==> src/include/rscl_pkg.sv <==
package rscl_pkg;
  localparam int ADDR_W = 20;
  // pin positions (pin n sits at bit n-1)
  localparam int POS_ENDIAN = 19;
  localparam int POS_BOOT = 17;
  localparam int POS_WCLK = 15;
  localparam int POS_NCLK = 13;
  localparam int POS_EEPROM_AUTO_INIT_STRAP = 12;
  localparam int POS_CELL = 10;
  localparam int POS_ID_LO = 6;
  // reset values (pin pull defaults)
  localparam logic [19:0] STRAP_RESET = 20'h40000;
  localparam logic [1:0] SETTLE_CYCLES = 2'h3;
  typedef enum logic [1:0] {
    RSCL_BOOT_NONE = 2'b00,
    RSCL_BOOT_HOST = 2'b01,
    RSCL_BOOT_ROM8 = 2'b10,
    RSCL_BOOT_RSVD = 2'b11
  } rscl_boot_t;
  typedef enum logic [1:0] {
    RSCL_CLK_EXT = 2'b00,
    RSCL_CLK_DIV4 = 2'b01,
    RSCL_CLK_DIV6 = 2'b10,
    RSCL_CLK_RSVD = 2'b11
  } rscl_clk_t;
endpackage

==> src/rtl/rscl_strap_latch.sv <==
`timescale 1ns/1ns
`default_nettype none
module rscl_strap_latch
  import rscl_pkg::*;
(
  // clock and reset
  input wire logic core_clk,
  input wire logic arst_n,
  // address pins
  input wire logic [ADDR_W-1:0] port_b_address_pins_i,
  output logic [ADDR_W-1:0] port_b_address_pins_o,
  output logic [ADDR_W-1:0] port_b_address_pins_oe,
  // narrow port address source
  input wire logic [ADDR_W-1:0] narrow_memory_port_addr,
  input wire logic narrow_memory_port_addr_oe,
  // configuration outputs
  output logic big_endian,
  output logic [1:0] boot_source,
  output logic [1:0] wide_port_clock_select,
  output logic [1:0] narrow_port_clock_select,
  output logic eeprom_auto_init_strap,
  output logic cell_bus_enable_strap,
  output logic serial_port_one_enable,
  output logic [2:0] variant_id,
  output logic config_valid
);
  // ----------------------------------------
  // pin synchroniser
  // ----------------------------------------
  logic [ADDR_W-1:0] pin_sync;
  logic pin_stable;

  rscl_sync3 u_sync (
    .core_clk(core_clk),
    .arst_n(arst_n),
    .pin_in(port_b_address_pins_i),
    .pin_sync(pin_sync),
    .pin_stable(pin_stable)
  );

  // ----------------------------------------
  // local types and helpers
  // ----------------------------------------
  typedef enum logic [1:0] {
    RSCL_CAP_SETTLE = 2'b00,
    RSCL_CAP_WAIT = 2'b01,
    RSCL_CAP_HOLD = 2'b10
  } rscl_cap_state_t;

  // two-bit strap field at a pin position
  function automatic logic [1:0] strap_pair(input logic [ADDR_W-1:0] word, input int pos);
    return word[pos+:2];
  endfunction

  // single strap bit at a pin position
  function automatic logic strap_bit(input logic [ADDR_W-1:0] word, input int pos);
    return word[pos];
  endfunction

  // all pins driven or all released together
  function automatic logic [ADDR_W-1:0] drive_mask(input logic drive);
    return drive ? {ADDR_W{1'b1}} : {ADDR_W{1'b0}};
  endfunction

  // ----------------------------------------
  // capture sequencing after reset release
  // ----------------------------------------
  rscl_cap_state_t cap_state_reg, cap_state_next;
  logic [1:0] settle_reg, settle_next;
  logic take_strap;

  always_comb begin
    cap_state_next = cap_state_reg;
    settle_next = settle_reg;
    take_strap = 1'b0;
    unique case (cap_state_reg)
      RSCL_CAP_SETTLE: begin
        // pins stay inputs while the synchroniser flushes
        settle_next = settle_reg + 2'h1;
        if (settle_reg == SETTLE_CYCLES - 2'h1) begin
          cap_state_next = RSCL_CAP_WAIT;
        end
      end
      RSCL_CAP_WAIT: begin
        // a level counts only once stages two and three agree
        if (pin_stable) begin
          take_strap = 1'b1;
          cap_state_next = RSCL_CAP_HOLD;
        end
      end
      RSCL_CAP_HOLD: begin
        // later pin activity is address traffic, never a strap
        cap_state_next = RSCL_CAP_HOLD;
      end
      default: begin
        cap_state_next = RSCL_CAP_SETTLE;
      end
    endcase
  end

  always_ff @(posedge core_clk or negedge arst_n) begin
    if (!arst_n) begin
      cap_state_reg <= RSCL_CAP_SETTLE;
      settle_reg <= 2'h0;
    end else begin
      cap_state_reg <= cap_state_next;
      settle_reg <= settle_next;
    end
  end

  // ----------------------------------------
  // captured strap word
  // ----------------------------------------
  logic [ADDR_W-1:0] strap_reg, strap_next;
  logic valid_reg, valid_next;

  always_comb begin
    strap_next = strap_reg;
    valid_next = valid_reg;
    if (take_strap) begin
      strap_next = pin_sync;
      valid_next = 1'b1;
    end
  end

  always_ff @(posedge core_clk or negedge arst_n) begin
    if (!arst_n) begin
      strap_reg <= STRAP_RESET;
      valid_reg <= 1'b0;
    end else begin
      strap_reg <= strap_next;
      valid_reg <= valid_next;
    end
  end

  // ----------------------------------------
  // decoded configuration, one flop per output
  // ----------------------------------------
  logic endian_reg, endian_next;
  logic [1:0] boot_reg, boot_next;
  logic [1:0] wclk_reg, wclk_next;
  logic [1:0] nclk_reg, nclk_next;
  logic eeprom_auto_init_strap_reg, eeprom_auto_init_strap_next;
  logic cell_reg, cell_next;
  logic serial_reg, serial_next;
  logic [2:0] variant_reg, variant_next;

  always_comb begin
    // decoded from the next strap word so fields move with config_valid
    endian_next = strap_bit(strap_next, POS_ENDIAN);
    boot_next = strap_pair(strap_next, POS_BOOT);
    wclk_next = strap_pair(strap_next, POS_WCLK);
    nclk_next = strap_pair(strap_next, POS_NCLK);
    eeprom_auto_init_strap_next = strap_bit(strap_next, POS_EEPROM_AUTO_INIT_STRAP);
    cell_next = strap_bit(strap_next, POS_CELL);
    serial_next = ~strap_bit(strap_next, POS_CELL);
    // pins 7..9 identify the variant, passed on raw
    variant_next = strap_next[POS_ID_LO+:3];
  end

  always_ff @(posedge core_clk or negedge arst_n) begin
    if (!arst_n) begin
      endian_reg <= STRAP_RESET[POS_ENDIAN];
      boot_reg <= STRAP_RESET[POS_BOOT+:2];
      wclk_reg <= STRAP_RESET[POS_WCLK+:2];
      nclk_reg <= STRAP_RESET[POS_NCLK+:2];
      eeprom_auto_init_strap_reg <= STRAP_RESET[POS_EEPROM_AUTO_INIT_STRAP];
      cell_reg <= STRAP_RESET[POS_CELL];
      serial_reg <= ~STRAP_RESET[POS_CELL];
      variant_reg <= STRAP_RESET[POS_ID_LO+:3];
    end else begin
      endian_reg <= endian_next;
      boot_reg <= boot_next;
      wclk_reg <= wclk_next;
      nclk_reg <= nclk_next;
      eeprom_auto_init_strap_reg <= eeprom_auto_init_strap_next;
      cell_reg <= cell_next;
      serial_reg <= serial_next;
      variant_reg <= variant_next;
    end
  end

  // ----------------------------------------
  // address drivers
  // ----------------------------------------
  logic [ADDR_W-1:0] ao_reg, ao_next;
  logic [ADDR_W-1:0] oe_reg, oe_next;

  always_comb begin
    ao_next = narrow_memory_port_addr;
    // driving before capture would fight the board straps
    oe_next = drive_mask(valid_reg && narrow_memory_port_addr_oe);
  end

  always_ff @(posedge core_clk or negedge arst_n) begin
    if (!arst_n) begin
      ao_reg <= '0;
      oe_reg <= '0;
    end else begin
      ao_reg <= ao_next;
      oe_reg <= oe_next;
    end
  end

  // ----------------------------------------
  // outputs
  // ----------------------------------------
  // address pins
  assign port_b_address_pins_o = ao_reg;
  assign port_b_address_pins_oe = oe_reg;
  // configuration
  assign config_valid = valid_reg;
  assign big_endian = endian_reg;
  assign boot_source = boot_reg;
  assign wide_port_clock_select = wclk_reg;
  assign narrow_port_clock_select = nclk_reg;
  assign eeprom_auto_init_strap = eeprom_auto_init_strap_reg;
  assign cell_bus_enable_strap = cell_reg;
  assign serial_port_one_enable = serial_reg;
  assign variant_id = variant_reg;
endmodule
`default_nettype wire

==> src/rtl/rscl_sync3.sv <==
`timescale 1ns/1ns
`default_nettype none
module rscl_sync3
  import rscl_pkg::*;
(
  input wire logic core_clk,
  input wire logic arst_n,
  input wire logic [ADDR_W-1:0] pin_in,
  output logic [ADDR_W-1:0] pin_sync,
  output logic pin_stable
);
  logic [ADDR_W-1:0] s1_reg, s2_reg, s3_reg;
  logic [ADDR_W-1:0] s1_next, s2_next, s3_next;
  always_comb begin
    s1_next = pin_in;
    s2_next = s1_reg;
    s3_next = s2_reg;
  end
  always_ff @(posedge core_clk or negedge arst_n) begin
    if (!arst_n) begin
      s1_reg <= STRAP_RESET;
      s2_reg <= STRAP_RESET;
      s3_reg <= STRAP_RESET;
    end else begin
      s1_reg <= s1_next;
      s2_reg <= s2_next;
      s3_reg <= s3_next;
    end
  end
  assign pin_sync = s3_reg;
  assign pin_stable = (s2_reg == s3_reg);
endmodule
`default_nettype wire

==> config.mk <==
export PLATFORM = sky130hd
export DESIGN_NAME = rscl_strap_latch
export DESIGN_NICKNAME = d
export VERILOG_FILES = /design/src/include/rscl_pkg.sv /design/src/rtl/rscl_strap_latch.sv /design/src/rtl/rscl_sync3.sv
export SDC_FILE = /design/constraint.sdc
export NUM_CORES = 1
export LEC_CHECK = 0
export ABC_AREA = 1
export BUFFER_PORTS_ARGS = -buffer_cell sky130_fd_sc_hd__buf_2
export CAP_MARGIN = 20
export CORE_AREA = 3 3 110 112
export DETAILED_ROUTE_END_ITERATION = 6
export DIE_AREA = 0 0 113 115
export HOLD_SLACK_MARGIN = 0.15
export MAX_ROUTING_LAYER = met4
export SYNTH_ARGS = -nofsm -noshare
export SYNTH_HDL_FRONTEND = slang
export SYNTH_SLANG_ARGS = --single-unit
export TNS_END_PERCENT = 5
==> constraint.sdc <==
create_clock -name core_clk -period 1.8 [get_ports core_clk]
set_input_delay 0.45 -clock core_clk [delete_from_list [all_inputs] [get_ports core_clk]]
set_output_delay 0.45 -clock core_clk [all_outputs]
set_load 0.01 [all_outputs]
==> results of run 1 <==
[area by class of cell]
cell class | count | area share, %
clock buffers | 9 | 5.32
clock inverters | 7 | 2.28
inverters | 31 | 2.87
multi-input cells | 126 | 13.6
flip-flops and latches | 99 | 58.7
well taps | 143 | 4.23
repair buffers | 101 | 13.0
[critical path, cell delays in order, from the launching register on]
cell and delay, ns:
sky130_fd_sc_hd__dfstp_2 0.54, sky130_fd_sc_hd__inv_1 0.04, sky130_fd_sc_hd__nand2_1 0.05, sky130_fd_sc_hd__nand2_1 0.05, sky130_fd_sc_hd__nor2_1 0.09, sky130_fd_sc_hd__nand2_1 0.05
sky130_fd_sc_hd__nor2_1 0.13, sky130_fd_sc_hd__nand3_2 0.13, sky130_fd_sc_hd__clkinv_4 0.13, sky130_fd_sc_hd__nand2_4 0.12, sky130_fd_sc_hd__nand2_1 0.10, sky130_fd_sc_hd__nand2_1 0.06
[cells by family after synthesis]
kind of cell / count (synthesis) / synth area share [%]
XOR/XNOR: 6 / 1.57
AND/OR/NAND/NOR: 115 / 13.9
AO/OA/AOI/OAI: 1 / 0.150
adder cells (fa/ha/maj): 4 / 1.50
flip-flops: 99 / 74.4
buffers and inverters: 53 / 8.47
[how the worst max path moves through the flow]
stage	start	to	slack, ns	cells after the start
3_5_place_dp	u_sync.s2_reg[18]	strap_reg[8]	0.16	11
2_1_floorplan	u_sync.s2_reg[18]	boot_source[0]	0.34	12
5_1_grt	u_sync.pin_sync[6]	boot_source[0]	0.04	10
4_1_cts	u_sync.s2_reg[18]	strap_reg[8]	0.14	11
3_3_place_gp	u_sync.s2_reg[18]	narrow_port_clock_select[0]	0.26	11
6_report	u_sync.s2_reg[18]	strap_reg[8]	0.19	11
[through the flow]
stage / setup slack, ns / hold WS, ns / power [W] / utilization [%] / cells
6_report: 0.194 / 0.207 / 0.00496 / 37.4 / 516
4_1_cts: 0.141 / 0.194 / 0.00504 / 37.3 / 516
3_3_place_gp: 0.255 / 0.333 / 0.00292 / 34.4 / 499
2_1_floorplan: 0.345 / 0.154 / 0.00275 / - / 278
5_1_grt: 0.0420 / 0.193 / 0.00522 / 37.4 / 516
3_5_place_dp: 0.162 / 0.335 / 0.00296 / 34.4 / 499
[cells in the final DEF, fill, tap and decap left out, drive strengths merged]
master / instances
nand2: 73
nor2: 25
dlygate4sd3: 1
clkbuf: 9
bufinv: 2
xnor2: 4
clkinv: 3
nand3b: 1
dfstp: 5
o21ai: 1
ha: 4
buf: 100
dfrtp: 94
nand3: 15
or2: 1
xor2: 2
inv: 33
[report_power, final]
group | internal (W) | leakage (nW) | total, W | switching [W]
sequential | 0.00237 | 1.18 | 0.00244 | 0.0000705
clock | 0.00123 | 0.161 | 0.00206 | 0.000835
combinational | 0.000194 | 0.983 | 0.000465 | 0.000271
total | 0.00379 | 2.32 | 0.00496 | 0.00118
[timing repair]
action / CTS / global route
hold endpoints to repair: 26 / 0
setup endpoints to repair: 0 / 12
setup buffers: 0 / 0
hold buffers: 1 / 0
resized for setup: 0 / 3
[layer usage]
| metal | part of all wire (%) | global-route usage (%) |
|---|---|---|
| met1 | 44 | 12.3 |
| met2 | 46 | 14.6 |
| met3 | 7.4 | 2.68 |
| met4 | 2.8 | 5.77 |
| met5 | 0 | - |
==> flow_summary_export.csv, run 1 <==
group,metric,value,unit
finish,final_net_count,415,
floorplan,die_area,0.0130,mm2
sta,finalHoldViolCount,0,
place,portBuffers,96,
floorplan,core.rowCount,39,
clocking,path_clk_slew,0.07,ns
routing,detailedRoute.firstIterationViolations,89,
run,drv_cap,0,
floorplan,die-height,115,um
clocking,cts_inserted_buffers,9,
logic_synthesis,mappedNetlistArea,0.00334,mm2
logic_synthesis,synthFlopType,"sky130_fd_sc_hd__dfrtp_1",
finish,area_growth_syn_to_layout,26.7,%
sta,unrepaired_setup_endpoints_after_global_routing,"false",
routing,detail-route-antenna-nets,0,
critical_path,r2r-start,"u_sync.s2_reg[18]",
logic_synthesis,post_synth_main_area_contributors,"sky130_fd_sc_hd__dfrtp_1, sky130_fd_sc_hd__nand2_1, sky130_fd_sc_hd__buf_4",
routing,post_drt_wl_per_cell,11.2,um
clocking,clockBufferDepth,2,
critical_path,worst-r2r-setup-slack,0.19,ns
logic_synthesis,netlist_top_cells_count,"sky130_fd_sc_hd__dfrtp_1, sky130_fd_sc_hd__nand2_1, sky130_fd_sc_hd__inv_1, sky130_fd_sc_hd__nor2_1, sky130_fd_sc_hd__buf_4",
status,outcome,"finished clean",
place,routabilityCongestion,0.702,
critical_path,worst-path-max-fanout,14,
clocking,clk_latency,0.34,ns
critical_path,cp_data_required_time,2.03,ns
sta,maximum_clock_frequency,623,MHz
critical_path,critPathLaunchType,"flip-flop",
finish,filler_cell_count,1129,
global_route,grt_first_pass_wirelength,9.79,mm
sta,setup_viol,0,
place,detailed_place.area,0.00389,mm2
routing,drc_errors,0,
logic_synthesis,synthesis.nets,325,
clocking,cts_tree,"built",
logic_synthesis,yosysWarningCount,0,
logic_synthesis,async_flop_share,100,%
sta,period_share,89.2,%
sta,worst_pin_slew,0.438,ns
sta,fin_skew,0.00894,ns
finish,area_of_the_multi_input_gates,577,um2
critical_path,worst_r2r_endpoint,"strap_reg[8]",
logic_synthesis,number_of_library_cell_types_mapped_by_synthesis,17,
sta,timing.final.max_slew_violations,0,
power,total_leakage_power,2.32,nW
global_route,grt_antenna_before_repair,0,
critical_path,timing.critical_path.to_type,"flip-flop",
logic_synthesis,avgSynthCellArea,12.0,um2
routing,vias,2046,
logic_synthesis,synth-edff-count,0,
hold_path,hold_depth,1,
logic_synthesis,ys_seq_area_share,74.4,%
finish,antennaDiodeCount,0,
sta,final.min_clock_period,1.61,ns
logic_synthesis,synth_most_common_cell,"sky130_fd_sc_hd__dfrtp_1",
clocking,clockRootBuffer,"sky130_fd_sc_hd__clkbuf_16",
floorplan,die-width,113,um
floorplan,coreArea,0.0113,mm2
clocking,numClockSinks,99,
logic_synthesis,ys_ff_latch,99,
global_route,first_global_vias,2108,
floorplan,floorplan.initialDensity,29.5,%
sta,slew_headroom,70.8,%
critical_path,crit_type,"flip-flop to flip-flop",
finish,area_taken_by_flip_flops_and_latches,0.00248,mm2
clocking,cts_max_level,3,
finish,layout.cell_area.non_filler,0.00423,mm2
sta,fin_setup_tns,0,ns
power,ir_drop,0.592,mV
place,hpwl,4.29,mm
routing,drt-pass1-iter-count,4,
critical_path,worst_ep_arrival_time,1.83,ns
hold_path,timing.hold.worst.class,"input port to flip-flop",
global_route,grt_max_degree,33,
global_route,grt.overflow.total,0,
global_route,grtUsageTotal,9.92,%
logic_synthesis,synthDominantAreaCellType,"sky130_fd_sc_hd__dfrtp_1",
power,power-per-cell-area,1170,mW/mm2
hold_path,hold_path.startpoint,"port_b_address_pins_i[18]",
hold_path,worst_hold_path.endpoint,"u_sync.s1_reg[18]",
routing,routed_wl,5.78,mm
routing,avgViaCountPerCell,3.97,
finish,layout-drive-gt1-share,33.5,%
floorplan,io_pins,97,
logic_synthesis,portion_of_synthesized_cell_area_occupied_by_the_leading_cell_type,70.5,%
logic_synthesis,syn-instance-count,278,
critical_path,worstRegToRegCells,11,
Note: power is estimated with default switching activity, not from simulation.
==> inputs of run 2 (changes only) <==
==> constraint.sdc (replaced) <==
create_clock -name core_clk -period 2.05 [get_ports core_clk]
set_input_delay 0.5125 -clock core_clk [delete_from_list [all_inputs] [get_ports core_clk]]
set_output_delay 0.5125 -clock core_clk [all_outputs]
set_load 0.01 [all_outputs]
==> flow_summary_export.csv, run 2 (synthesized netlist as in run 1, its figures left out) <==
group,metric,value,unit
clocking,path_clk_slew,0.06,ns
hold_path,hold_path.startpoint,"port_b_address_pins_i[18]",
sta,worst_pin_slew,0.495,ns
finish,area_growth_syn_to_layout,24.1,%
status,outcome,"finished clean",
routing,vias,2033,
power,power-per-cell-area,974,mW/mm2
sta,timing.final.max_slew_violations,0,
finish,layout.cells.most_common,"sky130_fd_sc_hd__buf_2",
sta,finalHoldViolCount,0,
clocking,numClockSinks,99,
clocking,clk_latency,0.33,ns
critical_path,r2r-start,"u_sync.pin_sync[18]",
clocking,clockRootBuffer,"sky130_fd_sc_hd__clkbuf_16",
sta,fin_skew,0.00520,ns
critical_path,worst_ep_arrival_time,1.12,ns
sta,unrepaired_setup_endpoints_after_global_routing,"false",
critical_path,critical_path.n_buffers_inverters,1,
sta,period_share,79.5,%
floorplan,die_area,0.0130,mm2
place,hpwl,4.13,mm
critical_path,cp_slowest_cell,"sky130_fd_sc_hd__dfrtp_1",
clocking,cts-resized-gates,0,
place,routabilityCongestion,0.700,
global_route,grt.overflow.total,0,
critical_path,cp_data_required_time,1.54,ns
global_route,grt_first_pass_wirelength,9.29,mm
place,placed_cells,498,
clocking,clockBufferDepth,2,
sta,final.min_clock_period,1.63,ns
power,ir_drop,0.498,mV
floorplan,die-width,113,um
finish,area_of_the_multi_input_gates,572,um2
routing,drt-pass1-iter-count,4,
sta,slew_headroom,67.0,%
critical_path,critical_path.max_stage_delay,0.57,ns
hold_path,timing.hold.worst.class,"input port to flip-flop",
routing,avgViaCountPerCell,3.95,
sta,maximum_clock_frequency,614,MHz
sta,fin_setup_tns,0,ns
global_route,grtUsageTotal,9.41,%
floorplan,die-height,115,um
critical_path,crit_chain,"buf_2",
routing,post_drt_wl_per_cell,10.7,um
finish,most-common-layout-cells,"sky130_fd_sc_hd__buf_2, sky130_fd_sc_hd__dfrtp_1, sky130_fd_sc_hd__nand2_1, sky130_fd_sc_hd__inv_1, sky130_fd_sc_hd__nor2_1",
sta,setup_viol,0,
routing,detailedRoute.firstIterationViolations,79,
critical_path,cpLargestDelayFamily,"flip-flops",
critical_path,worst-path-max-fanout,20,
floorplan,floorplan.initialDensity,29.5,%
finish,area_taken_by_flip_flops_and_latches,0.00248,mm2
floorplan,coreArea,0.0113,mm2
sta,timing.final.ws_setup,0.421,ns
clocking,cts_tree,"built",
routing,detail-route-antenna-nets,0,
global_route,grt_antenna_before_repair,0,
place,portBuffers,96,
critical_path,crit_type,"flip-flop to output port",
run,drv_cap,0,
finish,layout-drive-gt1-share,32.3,%
global_route,grt_max_degree,49,
finish,antennaDiodeCount,0,
critical_path,timing.critical_path.to_type,"output port",
floorplan,core.rowCount,39,
routing,drc_errors,0,
place,pre_cts_slack,0.435,ns
global_route,first_global_vias,2056,
floorplan,io_pins,97,
critical_path,critPathLaunchType,"flip-flop",
finish,instances_no_fill,515,
power,total_leakage_power,2.28,nW
finish,final_net_count,414,
critical_path,critical_path.startpoint,"port_b_address_pins_oe[18]",
finish,filler_cell_count,1114,
routing,routed_wl,5.52,mm
finish,final_core_density,36.6,%
clocking,cts_max_level,3,
clocking,cts_inserted_buffers,9,
==> run 2: area by class of cell <==
type / count / share of cell area [%]
Timing Repair Buffer: 100 / 12.7
Tap cell: 143 / 4.32
Sequential cell: 99 / 60.0
Clock buffer: 12 / 5.71
Inverter: 31 / 2.84
Clock inverter: 4 / 0.634
Multi-Input combinational cell: 126 / 13.8
==> run 2: timing repair <==
item | 4_1_cts | 5_1_grt
hold buffers | 1 | 0
buffers inserted | 0 | 0
hold endpoints to repair | 14 | 0
==> run 2: worst paths after layout <==
path | end | slack (ns) | cells past startpoint
max | port_b_address_pins_oe[12] | 0.42 | 1
min | u_sync.s1_reg[18] | 0.28 | 1
max reg2reg | strap_reg[8] | 0.43 | 11
min reg2reg | u_sync.s2_reg[8] | 0.35 | 0
max in group asynchronous | u_sync.s2_reg[18] | 0.91 | 3
min in group asynchronous | u_sync.s2_reg[12] | 0.59 | 2
==> run 2: power by group <==
group	switching, W	internal [W]
sequential	0.0000649	0.00208
clock	0.000677	0.000824
combinational	0.000234	0.000157
==> run 2: per-layer routing <==
layer / vias to the layer above / part of all wire [%] / track usage (%)
met5: - / 0 / -
met4: 0 / 2.7 / 5.53
met3: 12 / 7.3 / 2.42
met2: 87 / 44 / 14.1
met1: 943 / 46 / 11.5
li1: 991 / - / -
==> run 2: metrics by stage <==
stage          instance area (um2)  hold slack [ns]  total power (W)
6_report                      4140            0.278          0.00404
4_1_cts                       4140            0.260          0.00410
2_1_floorplan                 3340            0.217          0.00241
3_3_place_gp                  3870            0.333          0.00255
3_5_place_dp                  3870            0.335          0.00258
5_1_grt                       4140            0.265          0.00427
==> inputs of run 3 (changes only) <==
==> constraint.sdc (replaced) <==
create_clock -name core_clk -period 1.6 [get_ports core_clk]
set_input_delay 0.4 -clock core_clk [delete_from_list [all_inputs] [get_ports core_clk]]
set_output_delay 0.4 -clock core_clk [all_outputs]
set_load 0.01 [all_outputs]
==> flow_summary_export.csv, run 3 (synthesized netlist as in run 1, its figures left out) <==
group,metric,value,unit
status,outcome,"finished clean",
floorplan,die-height,115,um
clocking,clockRootBuffer,"sky130_fd_sc_hd__clkbuf_16",
finish,layout.cells.most_common,"sky130_fd_sc_hd__buf_2",
power,total_switching_power,0.00127,W
hold_path,worst_hold_path.endpoint,"u_sync.s1_reg[7]",
hold_path,hold_path.startpoint,"port_b_address_pins_i[7]",
sta,slew_headroom,65.9,%
critical_path,cp_slowest_cell,"sky130_fd_sc_hd__dfstp_2",
power,total_leakage_power,2.33,nW
hold_path,timing.hold.worst.class,"input port to flip-flop",
sta,final.min_clock_period,1.48,ns
finish,filler_cell_count,1107,
power,clock_power_share,38.8,%
place,portBuffers,96,
critical_path,critPathMostFrequentCell,"sky130_fd_sc_hd__nand2_1",
power,share_comb_of_total_power,10.5,%
routing,detail-route-antenna-nets,0,
hold_path,hold_depth,1,
finish,instances_no_fill,523,
global_route,grt.overflow.total,0,
floorplan,coreArea,0.0113,mm2
power,power.share.sequential,50.6,%
place,placed_cells,498,
routing,routed_wl,5.79,mm
finish,antennaDiodeCount,0,
critical_path,worst-path-max-fanout,7,
place,routabilityCongestion,0.699,
power,switching_share,23.5,%
routing,drt-pass1-iter-count,4,
routing,detailedRoute.firstIterationViolations,91,
sta,period_share,92.4,%
clocking,cts_tree,"built",
routing,drc_errors,0,
sta,timing.final.ws_setup,0.122,ns
global_route,grt_max_degree,100,
global_route,grt_first_pass_wirelength,9.31,mm
routing,avgViaCountPerCell,3.91,
critical_path,worst_ep_arrival_time,1.75,ns
finish,final_net_count,422,
sta,hold-worst-slack,0.166,ns
critical_path,worstRegToRegCells,11,
sta,finalHoldViolCount,0,
clocking,cts_max_level,3,
place,pre_cts_slack,0.0715,ns
clocking,numClockSinks,99,
floorplan,die-width,113,um
sta,fin_setup_tns,0,ns
critical_path,worst-r2r-setup-slack,0.12,ns
clocking,cts_inserted_buffers,9,
clocking,path_clk_slew,0.06,ns
critical_path,critPathLaunchType,"flip-flop",
critical_path,cp_data_required_time,1.87,ns
critical_path,r2r-start,"u_sync.s2_reg[18]",
critical_path,crit_type,"flip-flop to flip-flop",
finish,area_growth_syn_to_layout,28.6,%
critical_path,crit_chain,"inv_1 -> nand2_1 -> nand2_1 -> nor2_1 -> nand2_1 -> nor2_1 -> nand3_2 -> clkinv_4 -> buf_6 -> nand3_1 -> nand2_1",
floorplan,io_pins,97,
global_route,grt_antenna_before_repair,0,
floorplan,floorplan.initialDensity,29.5,%
floorplan,die_area,0.0130,mm2
critical_path,timing.critical_path.to_type,"flip-flop",
sta,fin_skew,0.00621,ns
power,power-per-cell-area,1260,mW/mm2
sta,unrepaired_setup_endpoints_after_global_routing,"true",
clocking,clockBufferDepth,2,
sta,maximum_clock_frequency,677,MHz
run,drv_cap,0,
critical_path,worst_r2r_endpoint,"strap_reg[19]",
finish,most-common-layout-cells,"sky130_fd_sc_hd__buf_2, sky130_fd_sc_hd__dfrtp_1, sky130_fd_sc_hd__nand2_1, sky130_fd_sc_hd__inv_1, sky130_fd_sc_hd__nor2_1",
power,ir_drop,0.649,mV
sta,setup_viol,0,
power,internal_power,0.00415,W
routing,post_drt_wl_per_cell,11.1,um
floorplan,core.rowCount,39,
clocking,clk_latency,0.33,ns
critical_path,critical_path.max_stage_delay,0.53,ns
power,post-layout-total-power,0.00542,W
sta,worst_pin_slew,0.511,ns
sta,timing.final.max_slew_violations,0,
routing,vias,2046,
finish,layout-drive-gt1-share,35.5,%
place,hpwl,4.06,mm
global_route,grtUsageTotal,9.53,%
global_route,first_global_vias,2004,
[run 3: cell types whose count changed in the layout (fill, tap and decap cells not counted), moves of 2 or more]
cell	before	now
sky130_fd_sc_hd__clkinv_4	0	2
sky130_fd_sc_hd__nand2_1	72	66
sky130_fd_sc_hd__dlygate4sd3_1	1	5
sky130_fd_sc_hd__clkinv_2	3	1
sky130_fd_sc_hd__nand2_2	0	6
sky130_fd_sc_hd__buf_4	3	5
[run 3: per-layer routing]
metal,share of wire [%],vias to the layer above,global-route usage (%)
met3,6.8,12,2.89
li1,-,1008,-
met4,2.0,0,4.57
met2,47,81,14.6
met5,0,-,-
met1,44,945,11.6
[run 3: power by group through the flow]
stage	Combinational (W)	Sequential, W	Clock [W]
after floorplan	0.000302	0.00279	0
after global placement	0.000493	0.00279	0
final	0.000571	0.00275	0.00211
after CTS	0.000545	0.00275	0.00219
after detailed placement	0.000540	0.00280	0
after global routing	0.000662	0.00276	0.00229
[run 3: critical path, delay by kind of cell, from the launching register on]
kind | cells | cell delay, ns
and+or+nand+nor | 8 | 0.59
DFF | 1 | 0.53
buffers and inverters | 3 | 0.29
[run 3: cell type report]
type,count,area (um2),area share (%)
tap,143,179,4.17
sequential,99,2480,57.9
multi-input combinational,127,617,14.4
timing repair buffer,107,594,13.8
clock buffer,12,246,5.74
inverter,31,121,2.83
clock inverter,4,51.3,1.19
[run 3: worst max path at each step]
stage,to,from,slack [ns]
after detailed placement,variant_id[0],u_sync.pin_sync[18],0.07
after CTS,narrow_port_clock_select[0],u_sync.s2_reg[18],0.05
after floorplan,boot_source[0],u_sync.s2_reg[18],0.14
after global routing,strap_reg[19],u_sync.s2_reg[6],-0.009
after global placement,narrow_port_clock_select[0],u_sync.s2_reg[18],0.10
final,strap_reg[19],u_sync.s2_reg[18],0.12
[run 3: repair_timing]
| item | 4_1_cts | 5_1_grt |
|---|---|---|
| setup buffers | 0 | 3 |
| setup endpoints to repair | 0 | 35 |
| hold buffers | 1 | 4 |
| resized for setup | 0 | 14 |
| endpoints found under the hold margin | 42 | 4 |
[run 3: through the flow]
step	util [%]	cell area, um2
floorplan	-	3340
global placement	34.2	3870
detailed placement	34.2	3870
CTS	36.9	4180
global route	37.9	4290
finish	37.9	4290
